`config.mk`:
```
export PLATFORM = sky130hd
export DESIGN_NAME = tmr_top
export DESIGN_NICKNAME = d
export VERILOG_FILES = /design/src/verilog/tmr_pkg.sv /design/src/verilog/tmr_top.sv /design/src/verilog/tmr_edge.sv
export SDC_FILE = /design/constraint.sdc
export NUM_CORES = 1
export LEC_CHECK = 0
export BUFFER_PORTS_ARGS = -buffer_cell sky130_fd_sc_hd__clkbuf_2
export CAP_MARGIN = 20
export CORE_ASPECT_RATIO = 1.5
export CORE_MARGIN = 5
export CORE_UTILIZATION = 30
export CTS_CLUSTER_SIZE = 20
export DETAILED_ROUTE_END_ITERATION = 10
export GPL_TIMING_DRIVEN = 0
export PLACE_DENSITY = 0.53
export SYNTH_ARGS = -nofsm -noshare
export SYNTH_HDL_FRONTEND = slang
export SYNTH_SLANG_ARGS = --single-unit
```
`constraint.sdc`:
```
create_clock -name hclk -period 2.4 [get_ports hclk]
set_clock_uncertainty 0.1 [all_clocks]
set_input_delay 0.12 -clock hclk [delete_from_list [all_inputs] [get_ports hclk]]
set_output_delay 0.12 -clock hclk [all_outputs]
set_load 0.02 [all_outputs]
```
`src/verilog/tmr_pkg.sv`:
```
// Constants, types and register map of the capture/trigger timer
package tmr_pkg;
	localparam int unsigned CNT_W = 24;
	localparam int unsigned AW = 5;
	localparam int unsigned DB_LEN = 3;
	// ------------------------------------------------------------
	// Register byte offsets
	// ------------------------------------------------------------
	localparam logic [AW-1:0] OFS_CTL = 5'h00;
	localparam logic [AW-1:0] OFS_CMP = 5'h04;
	localparam logic [AW-1:0] OFS_STS = 5'h08;
	localparam logic [AW-1:0] OFS_CNT = 5'h0C;
	localparam logic [AW-1:0] OFS_CAP = 5'h10;
	localparam logic [AW-1:0] OFS_EXT = 5'h14;
	localparam logic [AW-1:0] OFS_TRG = 5'h18;
	// ------------------------------------------------------------
	// Field positions
	// ------------------------------------------------------------
	localparam int unsigned CTL_EN = 30;
	localparam int unsigned CTL_IEN = 29;
	localparam int unsigned CTL_MODE_HI = 28;
	localparam int unsigned CTL_MODE_LO = 27;
	localparam int unsigned CTL_XCNT = 24;
	localparam int unsigned CTL_CSRC = 22;
	localparam int unsigned CTL_TSEL = 21;
	localparam int unsigned CTL_ITEN = 19;
	localparam int unsigned EXT_PHASE = 0;
	localparam int unsigned EXT_CFUN = 4;
	localparam int unsigned EXT_CIEN = 5;
	localparam int unsigned EXT_CDB = 6;
	localparam int unsigned EXT_EDB = 7;
	localparam int unsigned EXT_ASEL = 8;
	localparam int unsigned EXT_EDGE_HI = 14;
	localparam int unsigned EXT_EDGE_LO = 12;
	localparam int unsigned EXT_ESRC = 16;
	localparam int unsigned TRG_SRC = 0;
	localparam int unsigned TRG_PWM = 1;
	localparam int unsigned TRG_ADC = 2;
	localparam int unsigned TRG_DAC = 3;
	localparam int unsigned TRG_DMA = 4;
	localparam int unsigned STS_MF = 0;
	localparam int unsigned STS_WK = 1;
	localparam int unsigned STS_CF = 2;
	// ------------------------------------------------------------
	// Write masks and reset values
	// ------------------------------------------------------------
	localparam logic [31:0] CTL_WMASK = 32'h7968_0000;
	localparam logic [31:0] EXT_WMASK = 32'h0001_71F1;
	localparam logic [31:0] TRG_WMASK = 32'h0000_001F;
	localparam logic [31:0] REG_RST = 32'h0000_0000;
	localparam logic TGL_RST = 1'b1;
	localparam logic [2:0] EDGE_FALL = 3'h0;
	localparam logic [2:0] EDGE_RISE = 3'h1;

	typedef enum logic [1:0] {
		TMR_ONESHOT = 2'b00,
		TMR_PERIODIC = 2'b01,
		TMR_TOGGLE = 2'b10,
		TMR_CONT = 2'b11
	} tmr_mode_t;

	typedef enum logic [0:0] {
		TMR_PART_IDLE = 1'b0,
		TMR_PART_RUN = 1'b1
	} tmr_part_t;

	typedef struct packed {
		logic pwm;
		logic adc;
		logic dac;
		logic dma;
	} tmr_trig_t;
endpackage

```
`src/verilog/tmr_top.sv`:
```
// 24-bit timer with toggle, continuous, event count, capture and triggers
//
// Contract
// Mode 10 counts periodic, toggles chosen pin
// Toggle output starts high, square wave
// Mode 11 flags match, keeps counting, wraps
// New compare value used at once
// Match flag with enable raises interrupt
// Event counting advances once per event
// Source select: event pin or frame start
// Event pin debounce; source limits rate
// Phase bit picks counted edge polarity
// Event counting forces toggle onto extended pin
// Capture copies count into capture register
// Capture source: extended pin or comparator
// Capture debounce and edge select; rate limit
// Capture works in every counting mode
// Capture edge sets flag, optional interrupt
// Held capture flag blocks new captures
// Capture function one resets the count
// Trigger source: match or capture interrupt
// Pulse to each enabled trigger target
// Master line rises on count 0 to 1
// At match line falls, master stops, partner stores
// Even timer masters its odd partner
// Match flag on equality; wake-up flag kept
// Flags stay until software clears them
// Partner counts own clock between line edges
`timescale 1ns/100ps
`default_nettype none
module tmr_top #(
	parameter bit PARTNER = 1'b0 // Odd timer of a pair
) (
	input wire logic hclk, // Bus clock, 25 MHz
	input wire logic hresetn, // Async reset, low
	input wire logic hsel, // Slave select
	input wire logic [31:0] haddr, // Byte address
	input wire logic [1:0] htrans, // Transfer type
	input wire logic hwrite, // Write strobe
	input wire logic [2:0] hsize, // Transfer size
	input wire logic [31:0] hwdata, // Write data
	input wire logic hready, // Bus ready
	output logic [31:0] hrdata, // Read data
	output logic hreadyout, // Slave ready
	output logic hresp, // Always OKAY
	input wire logic event_pin_in, // Main pin level
	output logic event_pin_out, // Main pin toggle
	output logic event_pin_oe, // Main pin drive
	input wire logic extended_pin_in, // Extended pin level
	output logic extended_pin_out, // Extended pin toggle
	output logic extended_pin_oe, // Extended pin drive
	input wire logic sof_in, // Frame start pulse
	input wire logic first_comparator, // Comparator 0 out
	input wire logic second_comparator, // Comparator 1 out
	input wire logic inter_timer_in, // Line from master
	output logic inter_timer_line, // Line to partner
	output logic match_irq, // Match interrupt
	output logic capture_irq, // Capture interrupt
	output tmr_pkg::tmr_trig_t trig // Trigger pulses
);
	localparam int unsigned W = tmr_pkg::CNT_W;
	// ------------------------------------------------------------
	// Bus slave
	// ------------------------------------------------------------
	logic wr_q;
	logic [tmr_pkg::AW-1:0] addr_q;
	logic [31:0] hrdata_q;
	logic [31:0] ctl_q, ext_q, trg_q, ctl_d;
	logic [W-1:0] cmp_q, cnt_q, cap_q, cnt_d, cap_d;
	logic mf_q, wk_q, cf_q, mf_d, wk_d, cf_d;
	logic tg_q, tg_d, itl_q, itl_d, itp_q;
	logic mi_q, ci_q;
	logic pm_out_q, pm_oe_q, px_out_q, px_oe_q;
	tmr_pkg::tmr_trig_t trig_q;
	tmr_pkg::tmr_part_t part_q, part_d;
	logic [31:0] rmux;

	wire sel = hsel & htrans[1] & hready;
	wire [tmr_pkg::AW-1:0] ra = haddr[tmr_pkg::AW-1:0];
	wire w_ctl = wr_q && addr_q == tmr_pkg::OFS_CTL;
	wire w_cmp = wr_q && addr_q == tmr_pkg::OFS_CMP;
	wire w_sts = wr_q && addr_q == tmr_pkg::OFS_STS;
	wire w_ext = wr_q && addr_q == tmr_pkg::OFS_EXT;
	wire w_trg = wr_q && addr_q == tmr_pkg::OFS_TRG;
	wire clr_mf = w_sts & hwdata[tmr_pkg::STS_MF];
	wire clr_wk = w_sts & hwdata[tmr_pkg::STS_WK];
	wire clr_cf = w_sts & hwdata[tmr_pkg::STS_CF];

	// Unmapped offsets read as zero
	always_comb begin
		case (ra)
			tmr_pkg::OFS_CTL: rmux = ctl_q;
			tmr_pkg::OFS_CMP: rmux = {8'h00, cmp_q};
			tmr_pkg::OFS_STS: rmux = {29'h0000_0000, cf_q, wk_q, mf_q};
			tmr_pkg::OFS_CNT: rmux = {8'h00, cnt_q};
			tmr_pkg::OFS_CAP: rmux = {8'h00, cap_q};
			tmr_pkg::OFS_EXT: rmux = ext_q;
			tmr_pkg::OFS_TRG: rmux = trg_q;
			default: rmux = 32'h0000_0000;
		endcase
	end

	always_ff @(posedge hclk or negedge hresetn) begin
		if (!hresetn) begin
			wr_q <= 1'b0;
			addr_q <= '0;
			hrdata_q <= 32'h0000_0000;
		end else begin
			wr_q <= sel & hwrite;
			addr_q <= ra;
			hrdata_q <= (sel & ~hwrite) ? rmux : 32'h0000_0000;
		end
	end

	// ------------------------------------------------------------
	// Field decode
	// ------------------------------------------------------------
	wire [1:0] mode_raw = ctl_q[tmr_pkg::CTL_MODE_HI:tmr_pkg::CTL_MODE_LO];
	wire tmr_pkg::tmr_mode_t mode = tmr_pkg::tmr_mode_t'(mode_raw);
	wire cnt_en = ctl_q[tmr_pkg::CTL_EN];
	wire ien = ctl_q[tmr_pkg::CTL_IEN];
	wire inter_en = ctl_q[tmr_pkg::CTL_ITEN];
	// master is forced into event counting
	wire xcnt = ctl_q[tmr_pkg::CTL_XCNT] | inter_en;
	wire cfun = ext_q[tmr_pkg::EXT_CFUN];
	wire cien = ext_q[tmr_pkg::EXT_CIEN];
	wire [2:0] cedge = ext_q[tmr_pkg::EXT_EDGE_HI:tmr_pkg::EXT_EDGE_LO];

	// ------------------------------------------------------------
	// Input edge detection
	// ------------------------------------------------------------
	wire [3:0] in_vec = {second_comparator, first_comparator, extended_pin_in, event_pin_in};
	// debounce only on the two pins
	wire [3:0] db_vec = {2'b00, ext_q[tmr_pkg::EXT_CDB], ext_q[tmr_pkg::EXT_EDB]};
	logic [3:0] rise_v, fall_v;

	genvar gi;
	generate
		for (gi = 0; gi < 4; gi++) begin : g_edge
			tmr_edge #(.DB_LEN(tmr_pkg::DB_LEN)) u_edge (
				.hclk(hclk),
				.hresetn(hresetn),
				.din(in_vec[gi]),
				.db_en(db_vec[gi]),
				.rise(rise_v[gi]),
				.fall(fall_v[gi])
			);
		end
	endgenerate

	// phase one counts rising edges
	wire pin_evt = ext_q[tmr_pkg::EXT_PHASE] ? rise_v[0] : fall_v[0];
	// pin or frame start
	wire src_evt = ext_q[tmr_pkg::EXT_ESRC] ? sof_in : pin_evt;
	// edge select on the extended pin
	wire xpin_evt = (cedge == tmr_pkg::EDGE_FALL) ? fall_v[1] :
		(cedge == tmr_pkg::EDGE_RISE) ? rise_v[1] : (rise_v[1] | fall_v[1]);
	// comparator output transitions
	wire acmp_evt = ext_q[tmr_pkg::EXT_ASEL] ? (rise_v[3] | fall_v[3]) :
		(rise_v[2] | fall_v[2]);
	// capture source, independent of counting mode
	wire cap_evt = ctl_q[tmr_pkg::CTL_CSRC] ? acmp_evt : xpin_evt;
	wire cap_rst = cap_evt & cfun;
	wire cap_set = cap_evt & ~cfun;

	// ------------------------------------------------------------
	// Partner side of the inter-timer pair
	// ------------------------------------------------------------
	wire itl_rise = PARTNER & inter_timer_in & ~itp_q;
	wire itl_fall = PARTNER & ~inter_timer_in & itp_q;
	wire part_run = part_q == tmr_pkg::TMR_PART_RUN;
	wire part_stop = part_run & itl_fall;

	// pairing is by wiring the even line into the odd timer
	always_comb begin
		part_d = part_q;
		case (part_q)
			tmr_pkg::TMR_PART_IDLE: begin
				if (itl_rise) begin
					part_d = tmr_pkg::TMR_PART_RUN;
				end
			end
			tmr_pkg::TMR_PART_RUN: begin
				if (itl_fall) begin
					part_d = tmr_pkg::TMR_PART_IDLE;
				end
			end
			default: part_d = tmr_pkg::TMR_PART_IDLE;
		endcase
	end

	// ------------------------------------------------------------
	// Counter core
	// ------------------------------------------------------------
	// one step per event, per clock, or while partner runs
	wire tick = (cnt_en & (xcnt ? src_evt : 1'b1)) | part_run;
	// compare against the live register
	// partner runs free, its own compare stays out of the way
	wire match = tick & ~part_run & (cnt_q == cmp_q);
	wire wrap_zero = match & (mode != tmr_pkg::TMR_CONT);
	wire stop_hw = match & ((mode == tmr_pkg::TMR_ONESHOT) | inter_en);

	always_comb begin
		cnt_d = cnt_q;
		// capture event clears the count
		if (cap_rst | itl_rise) begin
			cnt_d = '0;
		// periodic style reload, or free run and wrap
		end else if (wrap_zero) begin
			cnt_d = '0;
		end else if (tick) begin
			cnt_d = cnt_q + 1'b1;
		end
	end

	// master stops and drops its enable at match
	always_comb begin
		ctl_d = w_ctl ? (hwdata & tmr_pkg::CTL_WMASK) : ctl_q;
		if (stop_hw) begin
			ctl_d[tmr_pkg::CTL_EN] = 1'b0;
			ctl_d[tmr_pkg::CTL_ITEN] = 1'b0;
		end
	end

	// line rises on 0 to 1, falls at match
	assign itl_d = (inter_en & match) ? 1'b0 :
		((inter_en & tick & cnt_q == '0) ? 1'b1 : itl_q);
	// hardware set wins over software clear
	assign mf_d = match | (mf_q & ~clr_mf);
	assign wk_d = (match & ien) | (wk_q & ~clr_wk);
	// capture flag
	assign cf_d = cap_set | part_stop | (cf_q & ~clr_cf);
	// toggle on each match
	assign tg_d = (match & mode == tmr_pkg::TMR_TOGGLE) ? ~tg_q : tg_q;

	always_comb begin
		cap_d = cap_q;
		// copy only while the flag is clear; partner stop always stores
		if (part_stop | (cap_set & ~cf_q)) begin
			cap_d = cnt_q;
		end
	end

	always_ff @(posedge hclk or negedge hresetn) begin
		if (!hresetn) begin
			ctl_q <= tmr_pkg::REG_RST;
			ext_q <= tmr_pkg::REG_RST;
			trg_q <= tmr_pkg::REG_RST;
			cmp_q <= '0;
			cnt_q <= '0;
			cap_q <= '0;
			mf_q <= 1'b0;
			wk_q <= 1'b0;
			cf_q <= 1'b0;
			tg_q <= tmr_pkg::TGL_RST;
			itl_q <= 1'b0;
			itp_q <= 1'b0;
			part_q <= tmr_pkg::TMR_PART_IDLE;
		end else begin
			ctl_q <= ctl_d;
			ext_q <= w_ext ? (hwdata & tmr_pkg::EXT_WMASK) : ext_q;
			trg_q <= w_trg ? (hwdata & tmr_pkg::TRG_WMASK) : trg_q;
			cmp_q <= w_cmp ? hwdata[W-1:0] : cmp_q;
			cnt_q <= cnt_d;
			cap_q <= cap_d;
			mf_q <= mf_d;
			wk_q <= wk_d;
			cf_q <= cf_d;
			tg_q <= tg_d;
			itl_q <= itl_d;
			itp_q <= inter_timer_in;
			part_q <= part_d;
		end
	end

	// ------------------------------------------------------------
	// Registered outputs
	// ------------------------------------------------------------
	wire tgl_mode = mode == tmr_pkg::TMR_TOGGLE;
	// main pin is the event input while counting events
	wire use_ext = ctl_q[tmr_pkg::CTL_TSEL] | xcnt;
	// trigger source choice
	wire trg_evt = trg_q[tmr_pkg::TRG_SRC] ? (cap_set & cien) : (match & ien);

	always_ff @(posedge hclk or negedge hresetn) begin
		if (!hresetn) begin
			mi_q <= 1'b0;
			ci_q <= 1'b0;
			trig_q <= '0;
			pm_out_q <= tmr_pkg::TGL_RST;
			pm_oe_q <= 1'b0;
			px_out_q <= tmr_pkg::TGL_RST;
			px_oe_q <= 1'b0;
		end else begin
			// interrupt levels follow the flags
			mi_q <= mf_d & ien;
			ci_q <= cf_d & cien;
			// one pulse per enabled target
			trig_q.pwm <= trg_evt & trg_q[tmr_pkg::TRG_PWM];
			trig_q.adc <= trg_evt & trg_q[tmr_pkg::TRG_ADC];
			trig_q.dac <= trg_evt & trg_q[tmr_pkg::TRG_DAC];
			trig_q.dma <= trg_evt & trg_q[tmr_pkg::TRG_DMA];
			pm_out_q <= tg_d;
			pm_oe_q <= tgl_mode & ~use_ext;
			px_out_q <= tg_d;
			px_oe_q <= tgl_mode & use_ext;
		end
	end

	assign hrdata = hrdata_q;
	assign hreadyout = 1'b1;
	assign hresp = 1'b0;
	assign event_pin_out = pm_out_q;
	assign event_pin_oe = pm_oe_q;
	assign extended_pin_out = px_out_q;
	assign extended_pin_oe = px_oe_q;
	assign inter_timer_line = itl_q;
	assign match_irq = mi_q;
	assign capture_irq = ci_q;
	assign trig = trig_q;
endmodule
`default_nettype wire

```
`src/verilog/tmr_edge.sv`:
```
// Optional debounce and edge detection for one input line
`timescale 1ns/100ps
`default_nettype none
module tmr_edge #(
	parameter int unsigned DB_LEN = tmr_pkg::DB_LEN
) (
	input wire logic hclk, // Bus clock
	input wire logic hresetn, // Async reset, low
	input wire logic din, // Raw line level
	input wire logic db_en, // Debounce on
	output logic rise, // Rising edge pulse
	output logic fall // Falling edge pulse
);
	logic [DB_LEN-1:0] sh_q;
	logic lvl_q;
	logic lvl_d;
	wire all_hi = &sh_q;
	wire all_lo = ~|sh_q;

	// Debounce accepts a level only after DB_LEN equal samples
	assign lvl_d = db_en ? (all_hi ? 1'b1 : (all_lo ? 1'b0 : lvl_q)) : din;
	assign rise = lvl_d & ~lvl_q;
	assign fall = ~lvl_d & lvl_q;

	always_ff @(posedge hclk or negedge hresetn) begin
		if (!hresetn) begin
			sh_q <= '0;
			lvl_q <= 1'b0;
		end else begin
			sh_q <= {sh_q[DB_LEN-2:0], din};
			lvl_q <= lvl_d;
		end
	end
endmodule
`default_nettype wire

```
; ---- Word level (Yosys, flattened, before mapping)
; Cells that the tools add are included.
[classes]
add_sub_neg = 1
eq_ne = 14
n_reduce_logical = 17
bitwise_logic = 67
mux = 25
[op_table]
columns = operator, n
row1 = $pmux W31 S7, 1
row2 = $mux W24, 3
row3 = $and A1 B1 Y1, 40
row4 = $mux W32, 1
row5 = $mux W31, 1
row6 = $eq A5 B5 Y1 const B, 5
row7 = $add A24 B1 Y24 const B, 1
row8 = $eq A24 B24 Y1, 1
row9 = $logic_not A24 Y1, 1
row10 = $mux W1, 18
row11 = $not A1 Y1, 17
row12 = $eq A5 B4 Y1 const B, 3
row13 = $eq A5 B3 Y1 const B, 2
row14 = $logic_not A5 Y1, 2
row15 = $or A1 B1 Y1, 10
row16 = $reduce_and A3 Y1, 2
row17 = $reduce_or A3 Y1, 2
row18 = $logic_and A1 B1 Y1, 5
row19 = $reduce_bool A2 Y1, 2
row20 = $eq A3 B1 Y1 const B, 1
row21 = $logic_not A3 Y1, 1
row22 = $reduce_bool A3 Y1, 1
row23 = $eq A2 B2 Y1 const B, 1
row24 = $logic_not A2 Y1, 1
row25 = other kinds (2), 2
[totals]
output_inout_bits = 45
reg_bits = 157
elab_cells = 154

; ---- Logic depth before layout (Yosys ltp)
[logic_depth]
word_depth = 16
depth_mapped = 13
mapped_depth_nobuf = 11

; ---- Cells and area by module
; From an unflattened synthesis, not the netlist that was laid out.
[unflattened]
hier_cells = 624
hier_area_um2 = 7359.6
[by_module_without_submodules]
columns = mod, cells_per_inst, n_inst, area_each_um2
row1 = tmr_top, 564, 1, 6708.9
row2 = tmr_edge, 15, 4, 162.7

; ---- Least setup slack after synthesis
; OpenSTA, ideal clock, no wires.
[synth_timing]
path_type = register to register
from = register g_edge[1].u_edge.sh_q[0]
to = register cap_q[19]
setup_slack_ns = -0.140
n_path_buf = 2
setup_ns = 0.125
arrival_ns = 2.315
synth_period_minus_slack_ns = 2.540
required_time_ns = 2.175
path_stages_with_launch = 12
path_cell_list = dfrtp_1 -> o21ai_0 -> a21oi_1 -> mux2i_1 -> ha_1 -> o21a_1 -> a211oi_1 -> nor2_1 -> or3_1 -> buf_4 -> buf_2 -> mux2_2
[synth_between]
elab_chain_len = 12
word_cells_on_any_way = 14
classes_between = 6 x mux / 6 x bitwise / 2 x reduce/logical
[synth_lines]
columns = element, line
row1 = from (decl), tmr_edge.sv:14  ; logic [DB_LEN-1:0] sh_q;
row2 = from (signal assigned), tmr_edge.sv:30  ; sh_q <= {sh_q[DB_LEN-2:0], din};
row3 = $reduce_or A3 Y1, tmr_edge.sv:18  ; wire all_lo = ~|sh_q;
row4 = $mux W1, tmr_edge.sv:21  ; assign lvl_d = db_en ? (all_hi ? 1'b1 : (all_lo ? 1'b0 : lvl_q)) : din;
row5 = $mux W1 (*) (2 in series), tmr_edge.sv:21
row6 = $not A1 Y1, tmr_edge.sv:23  ; assign fall = ~lvl_d & lvl_q;
row7 = $and A1 B1 Y1, tmr_edge.sv:23
row8 = $or A1 B1 Y1, tmr_top.sv:157  ; (cedge == tmr_pkg::EDGE_RISE) ? rise_v[1] : (rise_v[1] | fall_v[1]);
row9 = $mux W1, tmr_top.sv:157
row10 = $mux W1 (*), tmr_top.sv:156  ; wire xpin_evt = (cedge == tmr_pkg::EDGE_FALL) ? fall_v[1] :
row11 = $mux W1 (*), tmr_top.sv:162  ; wire cap_evt = ctl_q[tmr_pkg::CTL_CSRC] ? acmp_evt : xpin_evt;
row12 = $and A1 B1 Y1 (*), tmr_top.sv:164  ; wire cap_set = cap_evt & ~cfun;
row13 = $and A1 B1 Y1 (*), tmr_top.sv:239  ; if (part_stop | (cap_set & ~cf_q)) begin
row14 = to (signal assigned), tmr_top.sv:265  ; cap_q <= cap_d;
row15 = to (decl), tmr_top.sv:69  ; logic [W-1:0] cmp_q, cnt_q, cap_q, cnt_d, cap_d;
; Mark *: on every way between the ends. The rest lies on a longest branch, timed or not.
; A chain may end at the register's enable or synchronous reset.

; ---- Worst setup path after layout
[layout_timing]
from = register g_edge[1].u_edge.sh_q[0]
to = register cnt_q[18]
[layout_between]
elab_chain_len = 12
word_cells_on_any_way = 15
classes_between = 7 x mux / 5 x bitwise / 3 x reduce/logical
[layout_lines]
columns = element, line
row1 = $reduce_or A3 Y1, tmr_edge.sv:18
row2 = $mux W1, tmr_edge.sv:21
row3 = $mux W1 (*) (2 in series), tmr_edge.sv:21
row4 = $not A1 Y1, tmr_edge.sv:23
row5 = $and A1 B1 Y1, tmr_edge.sv:23
row6 = $or A1 B1 Y1, tmr_top.sv:157
row7 = $mux W1, tmr_top.sv:157
row8 = $mux W1 (*), tmr_top.sv:156
row9 = $mux W1 (*), tmr_top.sv:162
row10 = $and A1 B1 Y1 (*), tmr_top.sv:163  ; wire cap_rst = cap_evt & cfun;
row11 = $reduce_bool A3 Y1 (no source line) / $mux W24 (equally long branches), n/a
row12 = to (signal assigned), tmr_top.sv:264  ; cnt_q <= cnt_d;
row13 = to (decl), tmr_top.sv:69
; Marks and branches as above.

==> results.md <==
* CP max stage delay at 0.49 ns
* Post-route clock period utilization at 1.11
* GR Util All Layers at 0.156
* CTS tree: built
* Pre-antenna DRT Iters at 5
* First-pass GRT wire length at roughly 32000 um
* Initial DRC Count at 356
* Worst setup margin at -0.276 ns
* Initial Util at 0.305
* Port buffer count at 84
* Post-Syn Instances at 636
* DR vias at approximately 5500
* # IOs at 125
* Nets at 886
* Crit end category: register
* Die area at 0.0274 mm^2
* Wire per inst at 18.6 um
* Worst endpoint required time at 2.66 ns
* Critical path arrival at about 3 ns
* Diode count at 0
* Leak at 4.29 nW
* Fin util at 0.402
* Remaining global-route overflow at 0
* Yosys warning count at 0
* Via-per-instance ratio at 4.89
* Core area at 0.0237 mm^2
* Slew HR at 0.394
* Antenna Nets Post-Route at 0
* Worst Max-Slew Pin Slew at ~0.90 ns
* Vias in the first global route at 5605
* Area grow syn2layout at 31.9%
* Die extent in x at approximately 140 um
* Minimum clock period at 2.68 ns
* Hold slack final at 0.109 ns
* Hold Crit Depth at 4
* Post-DP HPWL at 14900 um
* Startpoint types: register
* Post-synthesis cell area at roughly 0.0072 mm^2
* Flop and latch count out of synthesis at 153
* Failing checks: setup timing
* H-tree Lvls at 4
* Number of synthesized flops with an enable pin at 0
* Largest net degree at the start of global routing at 94
* Most frequent CP cell: o21a_1
* Skew-Pair Late Insertion Delay at 0.43 ns
* Root Driver: clkbuf_16
* RSZ-0062 raised after global routing: true
* GP Congestion at 0.907
* Clk buf depth at 2
* Final WL at 21100 um
* Initial antenna violation count at 0
* Hold crit path type: in2reg
* Most used flip-flop cell after synthesis: dfrtp_1
* Setup WS pre-CTS at -0.507 ns
* Hold Vio Cnt, Final at 0
* # clock sinks at 153
* Cell chain of the critical path: o21ai_1 > a21oi_1 > mux2i_1 > ha_1 > o21a_1 > a211oi_4 > o21a_1 > nor4_4 > buf_6 > or4_1 > a21oi_2
* Power per cell area at 688 mW/mm^2
* Worst R2R Path Depth at 11
* Endpoints failing setup at 48
* Crit Path Max Fanout at 8
* Outcome: finished with violations
* Async SR Flop Fraction at 1.00
* Layout cell share with drive strength beyond 1 at 0.360
* TritonCTS buffer count at 17
* Critical-path top delay cell: or4_1
* Seq/Total Area, Yosys at 0.530
* Critical path class: reg2reg
* Yosys cell types at 59
* Die H at 200 um
* Max Freq at about 370 MHz
* FP Rows at a little under 70
* Final Max Slew Viols at 0
* DR DRC count at 0
* Worst vdd ir at between 0.4 and 0.5 mV
* Max-Cap Viols at 0
* Syn Area/Cell at approximately 11 um^2
* Clock slew at reported path FFs at 0.07 ns
==> worst paths after layout <==
| check | endpoint | slack (ns) | from |
|---|---|---|---|
| worst max register to register | cnt_q[18] | -0.28 | g_edge[1].u_edge.sh_q[0] |
| worst min-delay path | hrdata[27] | 0.11 | htrans[1] |
| worst min register to register | g_edge[1].u_edge.sh_q[2] | 0.28 | g_edge[1].u_edge.sh_q[1] |
| worst max-delay path | cnt_q[18] | -0.28 | g_edge[1].u_edge.sh_q[0] |
| min in group asynchronous | hrdata[14] | 0.14 | hresetn |
| max in group asynchronous | cmp_q[3] | 1.18 | hresetn |
==> placed cells by master (no fill, tap or decap), types with 7 or more instances in the layout <==
cell / count
a21oi_1: 30
a22oi_1: 26
and2_1: 9
and3_1: 10
buf_2: 11
buf_4: 20
buf_6: 9
clkbuf_1: 14
clkbuf_16: 19
clkbuf_2: 85
clkbuf_8: 9
dfrtp_1: 152
dlygate4sd3_1: 41
inv_1: 11
mux2_2: 76
mux2i_1: 9
nand2_1: 47
nand3_1: 28
nand4_1: 14
nor2_1: 30
nor4_1: 7
xnor2_1: 19
xor2_1: 8
==> worst max-delay path, delay by kind of cell, from the launching register on <==
family	cells	cell delay (ns)
AOI/OAI and AO/OA	6	0.92
adders and majority gates	1	0.26
buffers and inverters	1	0.17
DFF	1	0.39
muxes	1	0.19
and+or+nand+nor	2	0.57
==> state kept, by name, indices dropped and copies added, names as in the netlist, 4 cells and up <==
register / flops
g_edge.u_edge.lvl_q: 4
g_edge.u_edge.sh_q: 6
cap_q: 24
addr_q: 5
trg_q: 5
cmp_q: 24
cnt_q: 24
ext_q: 10
trig: 4
ctl_q: 8
hrdata: 29
==> layout make-up <==
class	count	area, um^2
Buffer	52	399
Clock buffer	19	453
Clock inverter	13	145
Fill cell	2305	14200
Inverter	11	41.3
Multi-Input combinational cell	423	3200
Sequential cell	153	3830
Tap cell	319	399
Timing Repair Buffer	144	1070
==> metrics by stage <==
stage | power [mW] | cells | instance area [um^2] | setup TNS (ns)
2_1_floorplan | 3.41 | 639 | 7260 | 0
3_3_place_gp | 3.72 | 1042 | 8080 | -276.45
3_5_place_dp | 3.74 | 1045 | 8140 | -18.36
4_1_cts | 6.57 | 1126 | 9310 | -14.43
5_1_grt | 6.84 | 1134 | 9540 | -17.06
6_report | 6.57 | 1134 | 9540 | -10.48
==> report_power, final <==
group          switching (mW)  internal [mW]
logic                   0.501          0.440
clock network            1.13           1.59
registers               0.173           2.73
==> layer usage <==
layer	share of wire	GRT usage	wire length (um)	up-vias
met2	0.54	0.275	11400	118
li1	-	-	-	2619
met4	0.033	0.0702	705	0
met1	0.39	0.181	8330	2775
met5	0	0	0	-
met3	0.033	0.0264	696	33
==> what timing repair did <==
| action | in CTS | in global routing |
|---|---|---|
| hold buffers | 41 | 0 |
| endpoints found under the hold margin | 122 | 0 |
| gates resized for setup | 24 | 43 |
| buffers inserted | 7 | 4 |
| endpoints found under the setup margin | 59 | 72 |
| pin swaps | 16 | 15 |
| gates cloned | 1 | 5 |
==> cell usage after synthesis (8+ instances only) <==
library cell,n,area [um^2]
nor4_1,9,56.3
mux2i_1,10,100
a21oi_1,36,180
nand2_1,47,176
nand4_1,14,87.6
mux2_2,76,856
and2_1,10,62.6
clkbuf_1,17,63.8
buf_2,14,70.1
inv_1,11,41.3
nand3_1,28,140
and3_1,10,62.6
xnor2_1,19,166
a22oi_1,26,195
buf_4,10,75.1
dfrtp_1,152,3800
nor2_1,31,116
xor2_1,8,70.1
o21ai_0,11,55.1
==> kinds of logic (layout without fill, tap and decap cells) <==
group           after synthesis  after routing  synth area share
flops                       153            153             0.530
simple gates                190            190             0.142
compound gates              110            111             0.101
fa+ha+maj                     4              4           0.00692
buf+inv                      64            239            0.0543
other cells                   2              5           0.00104
xor+xnor                     27             27            0.0327
mux                          86             86             0.132
No activity file was read; power rests on OpenSTA's default activity.
